## config.mk

```make
export PLATFORM = sky130hd
export DESIGN_NAME = cws_ctrl
export DESIGN_NICKNAME = d
export VERILOG_FILES = /design/src/logic/cws_pkg.sv /design/src/logic/cws_ctrl.sv
export SDC_FILE = /design/constraint.sdc
export NUM_CORES = 1
export LEC_CHECK = 0
export ABC_AREA = 1
export BUFFER_PORTS_ARGS = -buffer_cell sky130_fd_sc_hd__buf_2
export CORE_MARGIN = 4
export CORE_UTILIZATION = 45
export DETAILED_ROUTE_END_ITERATION = 6
export PLACE_DENSITY = 0.76
export SLEW_MARGIN = 0
export SYNTH_ARGS = -nofsm -noshare
export SYNTH_HDL_FRONTEND = slang
export SYNTH_SLANG_ARGS = --single-unit
```

## constraint.sdc

```tcl
create_clock -name aclk -period 2.8 [get_ports aclk]
set_clock_uncertainty 0.05 [all_clocks]
set_input_delay 0.56 -clock aclk [delete_from_list [all_inputs] [get_ports aclk]]
set_output_delay 0.56 -clock aclk [all_outputs]
set_load 0.005 [all_outputs]
```

## src/logic/cws_pkg.sv

```systemverilog
// constants, register map and field layout for the waveform shutdown control block
// Behaviour
// - without auto-restart, shutdown holds until software clears
// - software clear refused while any source active
// - overrides stay until first rising data event
// - auto-restart clears status once sources low
// - load bit transfers buffers on next edge
// - load bit ignored unless already enabled
// - three-bit mode selects output scheme
// - control one bit 5 reads input data
// - polarity bits invert outputs D to A
// - rising dead-band: six-bit count, upper bits zero
// - falling dead-band: six-bit count, upper bits zero
// - shutdown status set by hardware, software writable
// - override field B/D selects forced level
// - override field A/C same coding, reset 01
// - shutdown bit writable while module disabled
// - source enable bits gate five shutdown sources
// - shutdown sources are level sensitive
package cws_pkg;
  localparam int          ADDR_W          = 8;
  localparam int          DATA_W          = 32;
  localparam int          DB_W            = 6;
  localparam int          SRC_N           = 5;
  // register byte offsets
  localparam logic [7:0]  OFF_CTRL_ZERO   = 8'h00;
  localparam logic [7:0]  OFF_CTRL_ONE    = 8'h04;
  localparam logic [7:0]  OFF_RISE_DB     = 8'h08;
  localparam logic [7:0]  OFF_FALL_DB     = 8'h0c;
  localparam logic [7:0]  OFF_SD_CTRL     = 8'h10;
  localparam logic [7:0]  OFF_SD_SRC_EN   = 8'h14;
  // field positions
  localparam int          BIT_ENABLE      = 7;
  localparam int          BIT_LOAD        = 6;
  localparam int          BIT_IN_LEVEL    = 5;
  localparam int          BIT_SHUTDOWN    = 7;
  localparam int          BIT_RESTART     = 6;
  localparam int          POS_LVL_BD      = 4;
  localparam int          POS_LVL_AC      = 2;
  // reset values
  localparam logic [2:0]  RST_MODE        = 3'h0;
  localparam logic [3:0]  RST_POL         = 4'h0;
  localparam logic [5:0]  RST_DB          = 6'h00;
  localparam logic [1:0]  RST_LVL         = 2'h1;
  localparam logic [4:0]  RST_SRC_EN      = 5'h00;
  localparam logic [2:0]  SRC_EN_UNUSED   = 3'h7;
  // override level and AXI response codes
  localparam logic [1:0]  LVL_INACTIVE    = 2'h0;
  localparam logic [1:0]  LVL_TRISTATE    = 2'h1;
  localparam logic [1:0]  LVL_LOW         = 2'h2;
  localparam logic [1:0]  LVL_HIGH        = 2'h3;
  localparam logic [1:0]  RESP_OKAY       = 2'h0;
  localparam logic [1:0]  RESP_SLVERR     = 2'h2;

  typedef enum logic [2:0] {
    CWS_STEER      = 3'h0,
    CWS_SYNC_STEER = 3'h1,
    CWS_FWD_FULL   = 3'h2,
    CWS_REV_FULL   = 3'h3,
    CWS_HALF       = 3'h4,
    CWS_PUSH_PULL  = 3'h5
  } cws_mode_t;

  typedef enum logic [1:0] {
    CWS_DB_IDLE,
    CWS_DB_RISE,
    CWS_DB_FALL
  } cws_db_t;
endpackage : cws_pkg

```

## src/logic/cws_ctrl.sv

```systemverilog
// control, dead-band and auto-shutdown logic of the complementary waveform block
//
// Local design decisions: the register addresses and the AXI4-Lite register port.
`timescale 1ns/1ps

module cws_sync #(
  parameter int W = 1
) (
  input  wire logic         aclk,
  input  wire logic         aresetn,
  input  wire logic [W-1:0] d,
  output logic      [W-1:0] q
);
  logic [W-1:0] meta_reg;
  always_ff @(posedge aclk) begin
    if (!aresetn) begin
      meta_reg <= '0;
      q        <= '0;
    end else begin
      meta_reg <= d;
      q        <= meta_reg;
    end
  end
endmodule : cws_sync

module cws_ctrl
  import cws_pkg::*;
(
  input  wire logic              aclk,
  input  wire logic              aresetn,
  input  wire logic [ADDR_W-1:0] s_axil_awaddr,
  input  wire logic              s_axil_awvalid,
  output logic                   s_axil_awready,
  input  wire logic [DATA_W-1:0] s_axil_wdata,
  input  wire logic [3:0]        s_axil_wstrb,
  input  wire logic              s_axil_wvalid,
  output logic                   s_axil_wready,
  output logic [1:0]             s_axil_bresp,
  output logic                   s_axil_bvalid,
  input  wire logic              s_axil_bready,
  input  wire logic [ADDR_W-1:0] s_axil_araddr,
  input  wire logic              s_axil_arvalid,
  output logic                   s_axil_arready,
  output logic [DATA_W-1:0]      s_axil_rdata,
  output logic [1:0]             s_axil_rresp,
  output logic                   s_axil_rvalid,
  input  wire logic              s_axil_rready,
  input  wire logic              wave_input_data,
  input  wire logic              pin_source,
  input  wire logic              timer_source,
  input  wire logic              comp_one_source,
  input  wire logic              comp_two_source,
  input  wire logic              logic_cell_two_out,
  output logic                   wave_out_a,
  output logic                   wave_out_b,
  output logic                   wave_out_c,
  output logic                   wave_out_d,
  output logic                   wave_out_a_oe_n,
  output logic                   wave_out_b_oe_n,
  output logic                   wave_out_c_oe_n,
  output logic                   wave_out_d_oe_n
);
  // ---------------- input synchronisers
  logic [SRC_N:0] sync_q;
  logic           data_s;
  logic [SRC_N-1:0] src_s;
  logic           data_prev_reg;

  cws_sync #(.W(SRC_N + 1)) u_sync (
    .aclk    (aclk),
    .aresetn (aresetn),
    .d       ({logic_cell_two_out, comp_two_source, comp_one_source, timer_source, pin_source, wave_input_data}),
    .q       (sync_q)
  );
  assign data_s = sync_q[0];
  assign src_s  = sync_q[SRC_N:1];

  // ---------------- register state
  logic            en_reg;
  logic            ld_reg;
  logic [2:0]      mode_buf_reg;
  logic [2:0]      mode_act_reg;
  logic [3:0]      pol_reg;
  logic [DB_W-1:0] rise_buf_reg;
  logic [DB_W-1:0] fall_buf_reg;
  logic [DB_W-1:0] rise_act_reg;
  logic [DB_W-1:0] fall_act_reg;
  logic            sd_reg;
  logic            ren_reg;
  logic [1:0]      lvl_bd_reg;
  logic [1:0]      lvl_ac_reg;
  logic [SRC_N-1:0] src_en_reg;
  logic            hold_reg;

  // ---------------- AXI4-Lite handshake state
  logic              aw_full_reg;
  logic              w_full_reg;
  logic [ADDR_W-1:0] aw_addr_reg;
  logic [7:0]        w_data_reg;
  logic              w_lane_reg;

  wire aw_hs    = s_axil_awvalid & s_axil_awready;
  wire w_hs     = s_axil_wvalid & s_axil_wready;
  wire b_hs     = s_axil_bvalid & s_axil_bready;
  wire ar_hs    = s_axil_arvalid & s_axil_arready;
  wire r_hs     = s_axil_rvalid & s_axil_rready;
  // response follows both halves; one write outstanding at a time
  wire do_write = aw_full_reg & w_full_reg & ~s_axil_bvalid;

  wire aw_full_next = do_write ? 1'b0 : (aw_full_reg | aw_hs);
  wire w_full_next  = do_write ? 1'b0 : (w_full_reg | w_hs);
  wire bvalid_next  = do_write ? 1'b1 : (b_hs ? 1'b0 : s_axil_bvalid);
  wire rvalid_next  = ar_hs ? 1'b1 : (r_hs ? 1'b0 : s_axil_rvalid);

  wire wsel_c0  = (aw_addr_reg == OFF_CTRL_ZERO);
  wire wsel_c1  = (aw_addr_reg == OFF_CTRL_ONE);
  wire wsel_dbr = (aw_addr_reg == OFF_RISE_DB);
  wire wsel_dbf = (aw_addr_reg == OFF_FALL_DB);
  wire wsel_as0 = (aw_addr_reg == OFF_SD_CTRL);
  wire wsel_as1 = (aw_addr_reg == OFF_SD_SRC_EN);
  wire wmapped  = wsel_c0 | wsel_c1 | wsel_dbr | wsel_dbf | wsel_as0 | wsel_as1;
  // only byte lane 0 carries register bits
  wire wr_en    = do_write & w_lane_reg;
  wire wr_c0    = wr_en & wsel_c0;
  wire wr_c1    = wr_en & wsel_c1;
  wire wr_dbr   = wr_en & wsel_dbr;
  wire wr_dbf   = wr_en & wsel_dbf;
  wire wr_as0   = wr_en & wsel_as0;
  wire wr_as1   = wr_en & wsel_as1;

  // ---------------- read decode
  wire [7:0] rd_c0  = {en_reg, ld_reg, 3'h0, mode_buf_reg};
  wire [7:0] rd_c1  = {2'h0, data_s, 1'b0, pol_reg};
  wire [7:0] rd_dbr = {2'h0, rise_buf_reg};
  wire [7:0] rd_dbf = {2'h0, fall_buf_reg};
  wire [7:0] rd_as0 = {sd_reg, ren_reg, lvl_bd_reg, lvl_ac_reg, 2'h0};
  wire [7:0] rd_as1 = {SRC_EN_UNUSED, src_en_reg};
  wire       rsel_ok = (s_axil_araddr == OFF_CTRL_ZERO) | (s_axil_araddr == OFF_CTRL_ONE) |
                       (s_axil_araddr == OFF_RISE_DB) | (s_axil_araddr == OFF_FALL_DB) |
                       (s_axil_araddr == OFF_SD_CTRL) | (s_axil_araddr == OFF_SD_SRC_EN);
  wire [7:0] rd_byte = (s_axil_araddr == OFF_CTRL_ZERO) ? rd_c0  :
                       (s_axil_araddr == OFF_CTRL_ONE)  ? rd_c1  :
                       (s_axil_araddr == OFF_RISE_DB)   ? rd_dbr :
                       (s_axil_araddr == OFF_FALL_DB)   ? rd_dbf :
                       (s_axil_araddr == OFF_SD_CTRL)   ? rd_as0 :
                       (s_axil_araddr == OFF_SD_SRC_EN) ? rd_as1 : 8'h00;

  always_ff @(posedge aclk) begin
    if (!aresetn) begin
      aw_full_reg    <= 1'b0;
      w_full_reg     <= 1'b0;
      aw_addr_reg    <= '0;
      w_data_reg     <= 8'h00;
      w_lane_reg     <= 1'b0;
      s_axil_awready <= 1'b0;
      s_axil_wready  <= 1'b0;
      s_axil_bvalid  <= 1'b0;
      s_axil_bresp   <= RESP_OKAY;
      s_axil_arready <= 1'b0;
      s_axil_rvalid  <= 1'b0;
      s_axil_rdata   <= '0;
      s_axil_rresp   <= RESP_OKAY;
    end else begin
      aw_full_reg    <= aw_full_next;
      w_full_reg     <= w_full_next;
      s_axil_awready <= ~aw_full_next & ~bvalid_next;
      s_axil_wready  <= ~w_full_next & ~bvalid_next;
      s_axil_bvalid  <= bvalid_next;
      s_axil_arready <= ~rvalid_next;
      s_axil_rvalid  <= rvalid_next;
      if (aw_hs) begin
        aw_addr_reg <= s_axil_awaddr;
      end
      if (w_hs) begin
        w_data_reg <= s_axil_wdata[7:0];
        w_lane_reg <= s_axil_wstrb[0];
      end
      if (do_write) begin
        s_axil_bresp <= wmapped ? RESP_OKAY : RESP_SLVERR;
      end
      if (ar_hs) begin
        s_axil_rdata <= {24'h000000, rd_byte};
        s_axil_rresp <= rsel_ok ? RESP_OKAY : RESP_SLVERR;
      end
    end
  end

  // ---------------- edge detection and shutdown logic
  wire rise_ev    = data_s & ~data_prev_reg;
  wire fall_ev    = ~data_s & data_prev_reg;
  // sources are levels: an active one keeps re-setting the status
  wire src_active = |(src_s & src_en_reg);
  wire sw_set     = wr_as0 & w_data_reg[BIT_SHUTDOWN];
  wire sw_clr     = wr_as0 & ~w_data_reg[BIT_SHUTDOWN] & ~src_active;
  wire auto_clr   = ren_reg & ~src_active;
  wire sd_next    = sw_set | src_active | (sd_reg & ~sw_clr & ~auto_clr);
  wire hold_next  = sd_reg | (hold_reg & ~rise_ev);
  wire ovr        = sd_reg | hold_reg;

  // load bit set only when the module was already enabled before this write
  wire ld_set     = wr_c0 & w_data_reg[BIT_LOAD] & en_reg;
  wire xfer       = ~en_reg | (ld_reg & (rise_ev | fall_ev));
  wire ld_next    = ld_set | (ld_reg & en_reg & ~(rise_ev | fall_ev));

  always_ff @(posedge aclk) begin
    if (!aresetn) begin
      data_prev_reg <= 1'b0;
      en_reg        <= 1'b0;
      ld_reg        <= 1'b0;
      mode_buf_reg  <= RST_MODE;
      mode_act_reg  <= RST_MODE;
      pol_reg       <= RST_POL;
      rise_buf_reg  <= RST_DB;
      fall_buf_reg  <= RST_DB;
      rise_act_reg  <= RST_DB;
      fall_act_reg  <= RST_DB;
      sd_reg        <= 1'b0;
      ren_reg       <= 1'b0;
      lvl_bd_reg    <= RST_LVL;
      lvl_ac_reg    <= RST_LVL;
      src_en_reg    <= RST_SRC_EN;
      hold_reg      <= 1'b0;
    end else begin
      data_prev_reg <= data_s;
      sd_reg        <= sd_next;
      hold_reg      <= hold_next;
      ld_reg        <= ld_next;
      if (wr_c0) begin
        en_reg       <= w_data_reg[BIT_ENABLE];
        mode_buf_reg <= w_data_reg[2:0];
      end
      if (wr_c1) begin
        pol_reg <= w_data_reg[3:0];
      end
      if (wr_dbr) begin
        rise_buf_reg <= w_data_reg[DB_W-1:0];
      end
      if (wr_dbf) begin
        fall_buf_reg <= w_data_reg[DB_W-1:0];
      end
      if (wr_as0) begin
        ren_reg    <= w_data_reg[BIT_RESTART];
        lvl_bd_reg <= w_data_reg[POS_LVL_BD +: 2];
        lvl_ac_reg <= w_data_reg[POS_LVL_AC +: 2];
      end
      if (wr_as1) begin
        src_en_reg <= w_data_reg[SRC_N-1:0];
      end
      if (xfer) begin
        mode_act_reg <= mode_buf_reg;
        rise_act_reg <= rise_buf_reg;
        fall_act_reg <= fall_buf_reg;
      end
    end
  end

  // ---------------- dead-band counter
  cws_db_t         db_state_reg;
  logic [DB_W-1:0] db_cnt_reg;
  logic            a_lvl_reg;
  logic            b_lvl_reg;
  logic            pp_sel_reg;
  wire             db_done = (db_cnt_reg == '0);

  always_ff @(posedge aclk) begin
    if (!aresetn) begin
      db_state_reg <= CWS_DB_IDLE;
      db_cnt_reg   <= '0;
      a_lvl_reg    <= 1'b0;
      b_lvl_reg    <= 1'b0;
      pp_sel_reg   <= 1'b0;
    end else if (rise_ev) begin
      // leading output waits out the rising count, the other drops at once
      b_lvl_reg    <= 1'b0;
      db_cnt_reg   <= rise_act_reg;
      db_state_reg <= CWS_DB_RISE;
    end else if (fall_ev) begin
      a_lvl_reg    <= 1'b0;
      db_cnt_reg   <= fall_act_reg;
      db_state_reg <= CWS_DB_FALL;
      pp_sel_reg   <= ~pp_sel_reg;
    end else begin
      case (db_state_reg)
        CWS_DB_RISE: begin
          if (db_done) begin
            a_lvl_reg    <= 1'b1;
            db_state_reg <= CWS_DB_IDLE;
          end else begin
            db_cnt_reg <= db_cnt_reg - 1'b1;
          end
        end
        CWS_DB_FALL: begin
          if (db_done) begin
            b_lvl_reg    <= 1'b1;
            db_state_reg <= CWS_DB_IDLE;
          end else begin
            db_cnt_reg <= db_cnt_reg - 1'b1;
          end
        end
        default: begin
          db_state_reg <= CWS_DB_IDLE;
        end
      endcase
    end
  end

  // ---------------- output scheme, order {d, c, b, a}
  wire [3:0] base_steer = {4{data_s}};
  wire [3:0] base_fwd   = {a_lvl_reg, 1'b0, 1'b0, 1'b1};
  wire [3:0] base_rev   = {1'b0, 1'b1, a_lvl_reg, 1'b0};
  wire [3:0] base_half  = {b_lvl_reg, a_lvl_reg, b_lvl_reg, a_lvl_reg};
  wire       pp_a       = data_s & pp_sel_reg;
  wire       pp_b       = data_s & ~pp_sel_reg;
  wire [3:0] base_pp    = {pp_b, pp_a, pp_b, pp_a};
  wire [3:0] base       = (mode_act_reg == CWS_STEER)      ? base_steer :
                          (mode_act_reg == CWS_SYNC_STEER) ? base_steer :
                          (mode_act_reg == CWS_FWD_FULL)   ? base_fwd   :
                          (mode_act_reg == CWS_REV_FULL)   ? base_rev   :
                          (mode_act_reg == CWS_HALF)       ? base_half  :
                          (mode_act_reg == CWS_PUSH_PULL)  ? base_pp    : 4'h0;
  // disabled module rests at the inactive level, polarity applied
  wire [3:0] normal     = (en_reg ? base : 4'h0) ^ pol_reg;
  wire [1:0] lvl_pin [4];
  assign lvl_pin[0] = lvl_ac_reg;
  assign lvl_pin[1] = lvl_bd_reg;
  assign lvl_pin[2] = lvl_ac_reg;
  assign lvl_pin[3] = lvl_bd_reg;

  logic [3:0] out_next;
  logic [3:0] oe_n_next;
  // the override level itself ignores polarity except in the inactive code
  always_comb begin
    for (int i = 0; i < 4; i++) begin
      out_next[i]  = normal[i];
      oe_n_next[i] = 1'b0;
      if (ovr) begin
        case (lvl_pin[i])
          LVL_HIGH:     out_next[i] = 1'b1;
          LVL_LOW:      out_next[i] = 1'b0;
          LVL_TRISTATE: begin
            out_next[i]  = 1'b0;
            oe_n_next[i] = 1'b1;
          end
          default:      out_next[i] = pol_reg[i];
        endcase
      end
    end
  end

  always_ff @(posedge aclk) begin
    if (!aresetn) begin
      wave_out_a      <= 1'b0;
      wave_out_b      <= 1'b0;
      wave_out_c      <= 1'b0;
      wave_out_d      <= 1'b0;
      wave_out_a_oe_n <= 1'b0;
      wave_out_b_oe_n <= 1'b0;
      wave_out_c_oe_n <= 1'b0;
      wave_out_d_oe_n <= 1'b0;
    end else begin
      {wave_out_d, wave_out_c, wave_out_b, wave_out_a}                     <= out_next;
      {wave_out_d_oe_n, wave_out_c_oe_n, wave_out_b_oe_n, wave_out_a_oe_n} <= oe_n_next;
    end
  end

  // ---------------- assertions
  property p_sd_sw_hold;
    @(posedge aclk) disable iff (!aresetn)
      sd_reg && !ren_reg && !(wr_as0 && !w_data_reg[BIT_SHUTDOWN]) |=> sd_reg;
  endproperty
  a_sd_sw_hold: assert property (p_sd_sw_hold) else $error("shutdown dropped without software clear");

  property p_sd_clr_refused;
    @(posedge aclk) disable iff (!aresetn)
      sd_reg && src_active && wr_as0 && !w_data_reg[BIT_SHUTDOWN] |=> sd_reg;
  endproperty
  a_sd_clr_refused: assert property (p_sd_clr_refused) else $error("shutdown cleared with source active");

  property p_hold_until_rise;
    @(posedge aclk) disable iff (!aresetn)
      $fell(sd_reg) && !rise_ev |-> hold_reg ##1 (hold_reg || $past(rise_ev));
  endproperty
  a_hold_until_rise: assert property (p_hold_until_rise) else $error("override released before rising edge");

  property p_auto_restart;
    @(posedge aclk) disable iff (!aresetn)
      sd_reg && ren_reg && !src_active && !sw_set |=> !sd_reg;
  endproperty
  a_auto_restart: assert property (p_auto_restart) else $error("auto restart did not clear shutdown");

  property p_ld_refused;
    @(posedge aclk) disable iff (!aresetn)
      wr_c0 && !en_reg && !ld_reg |=> !ld_reg;
  endproperty
  a_ld_refused: assert property (p_ld_refused) else $error("load bit set while disabled");

  property p_ld_clears;
    @(posedge aclk) disable iff (!aresetn)
      ld_reg && en_reg && (rise_ev || fall_ev) && !ld_set |=> !ld_reg && (mode_act_reg == $past(mode_buf_reg));
  endproperty
  a_ld_clears: assert property (p_ld_clears) else $error("buffer load did not complete on edge");

  property p_src_sets;
    @(posedge aclk) disable iff (!aresetn)
      src_active |=> sd_reg ##1 (wave_out_a_oe_n || ovr);
  endproperty
  a_src_sets: assert property (p_src_sets) else $error("active source did not set shutdown");

  property p_tristate;
    @(posedge aclk) disable iff (!aresetn)
      ovr && lvl_ac_reg == LVL_TRISTATE |=> wave_out_a_oe_n && wave_out_c_oe_n;
  endproperty
  a_tristate: assert property (p_tristate) else $error("tristate override not applied");

  property p_force_high;
    @(posedge aclk) disable iff (!aresetn)
      ovr && lvl_bd_reg == LVL_HIGH |=> wave_out_b && wave_out_d && !wave_out_b_oe_n;
  endproperty
  a_force_high: assert property (p_force_high) else $error("high override not applied");

  property p_rise_delay;
    @(posedge aclk) disable iff (!aresetn)
      rise_ev && rise_act_reg == 6'h03 ##1 (!fall_ev) [*5] |-> a_lvl_reg && !$past(a_lvl_reg, 2);
  endproperty
  a_rise_delay: assert property (p_rise_delay) else $error("rising dead-band count wrong");

  property p_idle_pol;
    @(posedge aclk) disable iff (!aresetn)
      !en_reg && !ovr |=> wave_out_a == $past(pol_reg[0]);
  endproperty
  a_idle_pol: assert property (p_idle_pol) else $error("disabled output ignores polarity");
endmodule : cws_ctrl

```

==> results.toml <==
[power]
ir_worst_vdd_mv = 0.336
power-per-cell-area_mw_per_mm2 = 573
leakage_nw = 2.54

[logic_synthesis]
synth_top_area_share_pct = 44.5
syn_area_mm2 = 0.00504
synth_compound_area_share_pct = 20.2
synth_xor_area_share_pct = 0.347
synth_fa_ha_area_share_pct = 1.24
synth_ff_type = "dfxtp_1"
post-synth-top-count-cell = "dfxtp_1"
synthMuxAreaShare_pct = 0
synthTopCellsByArea = "dfxtp_1 44%, a21oi_1 8.2%, o21ai_0 7.5%, inv_1 7.4%, nand2_1 6.9%"
yosysUniqueCellTypes = 41
synth_edf_count = 0
synth-simple-area-share_pct = 19.7
synthCells = 675
synth-seq-area-share_pct = 44.5
async_flop_share_pct = 0
ys_seq_elements = 112
yosysTopAreaCell = "dfxtp_1"
synth_warnings = 0
syn_area_per_cell_um2 = 7.47
synth_top_family_by_area = "compound AO/OA/AOI/OAI gates"
synth_common_cells = "112 x dfxtp_1, 99 x inv_1, 92 x nand2_1"

[sta]
setup_tns_ns = 0
max_freq_mhz = 471
rsz0062_at_grt = "no"
hold_violations = 0
slew_viol_final = 0
tightest_slew_ns = 0.762
fin_crit_sh_pct = 75.9
fin_crit_ns = 2.12
setup_viol = 0
fin_hold_ws_ns = 0.306
slew_headroom_pct = 48.9

[worst_setup_path]
r2r_end = "db_cnt_reg[3]"
required_ns = 3.02
crit_path_start_kind = "flop"
r2r_cells = 8
cp_data_arrival_time_ns = 2.35
critPathKind = "reg -> reg"
r2r_start = "u_sync.q[0]"
critPathMaxFanout = 11
ff2ff_setup_slack_ns = 0.68
crit_path_end_kind = "flop"

[clocking]
cts_tree = "built"
clk_path_buf_depth = 2
cts.reportedPaths.clkPinSlew_ns = 0.10
hold_buffers = 0
ctsHtreeMaxLevel = 3
root_buffer = "clkbuf_8"
insertion_delay_ns = 0.38
cts_resized = 0
cts_buffers = 9
clock-sinks = 112
cts_setup_buffers = 0

[finish]
finish.net_count = 795
multi_input_area_mm2 = 0.00219
final_design_area_no_fill_mm2 = 0.00558
fillCellCount = 1077
diodes = 0
final_util_pct = 51.2
regArea_mm2 = 0.00224
layout-drive-gt1-share_pct = 15.2
syn2layout_area_growth_pct = 10.7

[global_route]
grt_use_met2_pct = 26.8
grt_usage_pct = 17.1
grt_use_met1_pct = 23.5
grt_max_degree = 83
grt_pass1_wl_um = 18000
overflow = 0
grtUsageMet3_pct = 2.71
antenna_found_initial = 0
grt-busiest-layer = "met2"
first_global_vias = 3853

[floorplanning]
io_pins = 114
die_height_um = 114
fp-row-count = 38
dieArea_mm2 = 0.0130
start_util_pct = 46.3
core-area_mm2 = 0.0109
die_width_um = 114

[placed_design]
place_area_mm2 = 0.00534
port_buffers = 60
place.detailed.hpwl_um = 7920
gp_congestion = 0.885

[hold_path]
hold_path.class = "in -> reg"
whs_path_depth = 3
min_to = "u_sync.meta_reg[3]"
min_from = "comp_one_source"

[detailed_routing]
drt-pass1-iter-count = 4
wl_per_cell_um = 12.4
drt-initial-drc-count = 226
via_count = 4254
vias_per_cell = 4.89
drc = 0
final_antenna_net_count = 0
routed_wl_um = 10800

[job]
max-cap-violations = 0

[status]
outcome = "complete, no violations"
==> cells by family after synthesis <==
group | after synthesis
flip-flops | 112
AND/OR/NAND/NOR | 207
other | 1
adder cells (fa/ha/maj) | 5
XOR/XNOR | 2
AO/OA/AOI/OAI | 190
buffers and inverters | 158
==> worst max path at each step <==
stage | start | endpoint | slack [ns] | cells past startpoint
2_1_floorplan | u_sync.q[0] | rise_act_reg[3] | 1.09 | 8
3_3_place_gp | u_sync.q[0] | db_cnt_reg[4] | 0.76 | 8
3_5_place_dp | u_sync.q[0] | db_cnt_reg[3] | 0.70 | 8
4_1_cts | u_sync.q[0] | db_cnt_reg[3] | 0.70 | 8
5_1_grt | u_sync.q[0] | db_cnt_reg[2] | 0.51 | 8
6_report | u_sync.q[0] | db_cnt_reg[3] | 0.68 | 8
==> area by class of cell <==
cell class	instances	area share [%]
clock buffer	9	2.22
clock inverter	7	2.11
inverter	109	7.33
multi-input combinational	430	39.2
sequential	112	40.2
tap	140	3.14
timing repair buffer	63	5.79
==> per-layer routing <==
layer,vias to the layer above,routed length [um]
met2,105,4940
li1,2248,-
met5,-,0
met1,1882,4930
met4,0,234
met3,19,662
==> where the power goes <==
| part | switching [W] | internal [W] | total [W] | leakage [nW] |
|---|---|---|---|---|
| logic | 0.000224 | 0.000129 | 0.000353 | 1.50 |
| clock network | 0.000555 | 0.000598 | 0.00115 | 0.124 |
| registers | 0.0000405 | 0.00165 | 0.00169 | 0.911 |
| total | 0.000819 | 0.00238 | 0.00320 | 2.54 |
==> through the flow <==
| step | setup WS (ns) | power [W] | std cells |
|---|---|---|---|
| 2_1_floorplan | 1.09 | 0.00201 | 700 |
| 3_3_place_gp | 0.763 | 0.00207 | 854 |
| 3_5_place_dp | 0.698 | 0.00208 | 854 |
| 4_1_cts | 0.697 | 0.00321 | 870 |
| 5_1_grt | 0.511 | 0.00335 | 870 |
| 6_report | 0.676 | 0.00320 | 870 |
==> worst max-delay path, cell delays in order (launching register included) <==
cell and delay [ns]:
dfxtp_1 0.44, inv_1 0.14, ha_1 0.32, inv_1 0.27
nand3_1 0.11, o21ai_1 0.20, inv_1 0.22, o21ai_0 0.22
a21oi_1 0.06
==> cells in the final DEF (no fill, tap or decap), types with 2 or more instances in the layout <==
master	synthesis	final
dfxtp_1	112	112
inv_1	99	99
nand2_1	92	92
a21oi_1	83	83
o21ai_0	76	76
buf_2	5	60
nor2_1	48	48
nand3_1	30	30
conb_1	1	26
inv_2	9	9
a211oi_1	9	9
clkbuf_8	0	9
o21ai_1	8	8
nor3_1	8	8
nand4_1	5	5
ha_1	5	5
nor2_2	4	4
nor3_2	4	4
nand2_2	3	3
a31oi_1	3	3
o211ai_1	3	3
bufinv_16	0	3
buf_4	28	3
nand2_4	2	2
nand4_2	2	2
nor3_4	2	2
o22ai_1	2	2
a211oi_2	2	2
o221ai_1	2	2
inv_6	0	2
clkinv_2	0	2
Note: power is estimated with default switching activity, not from simulation.
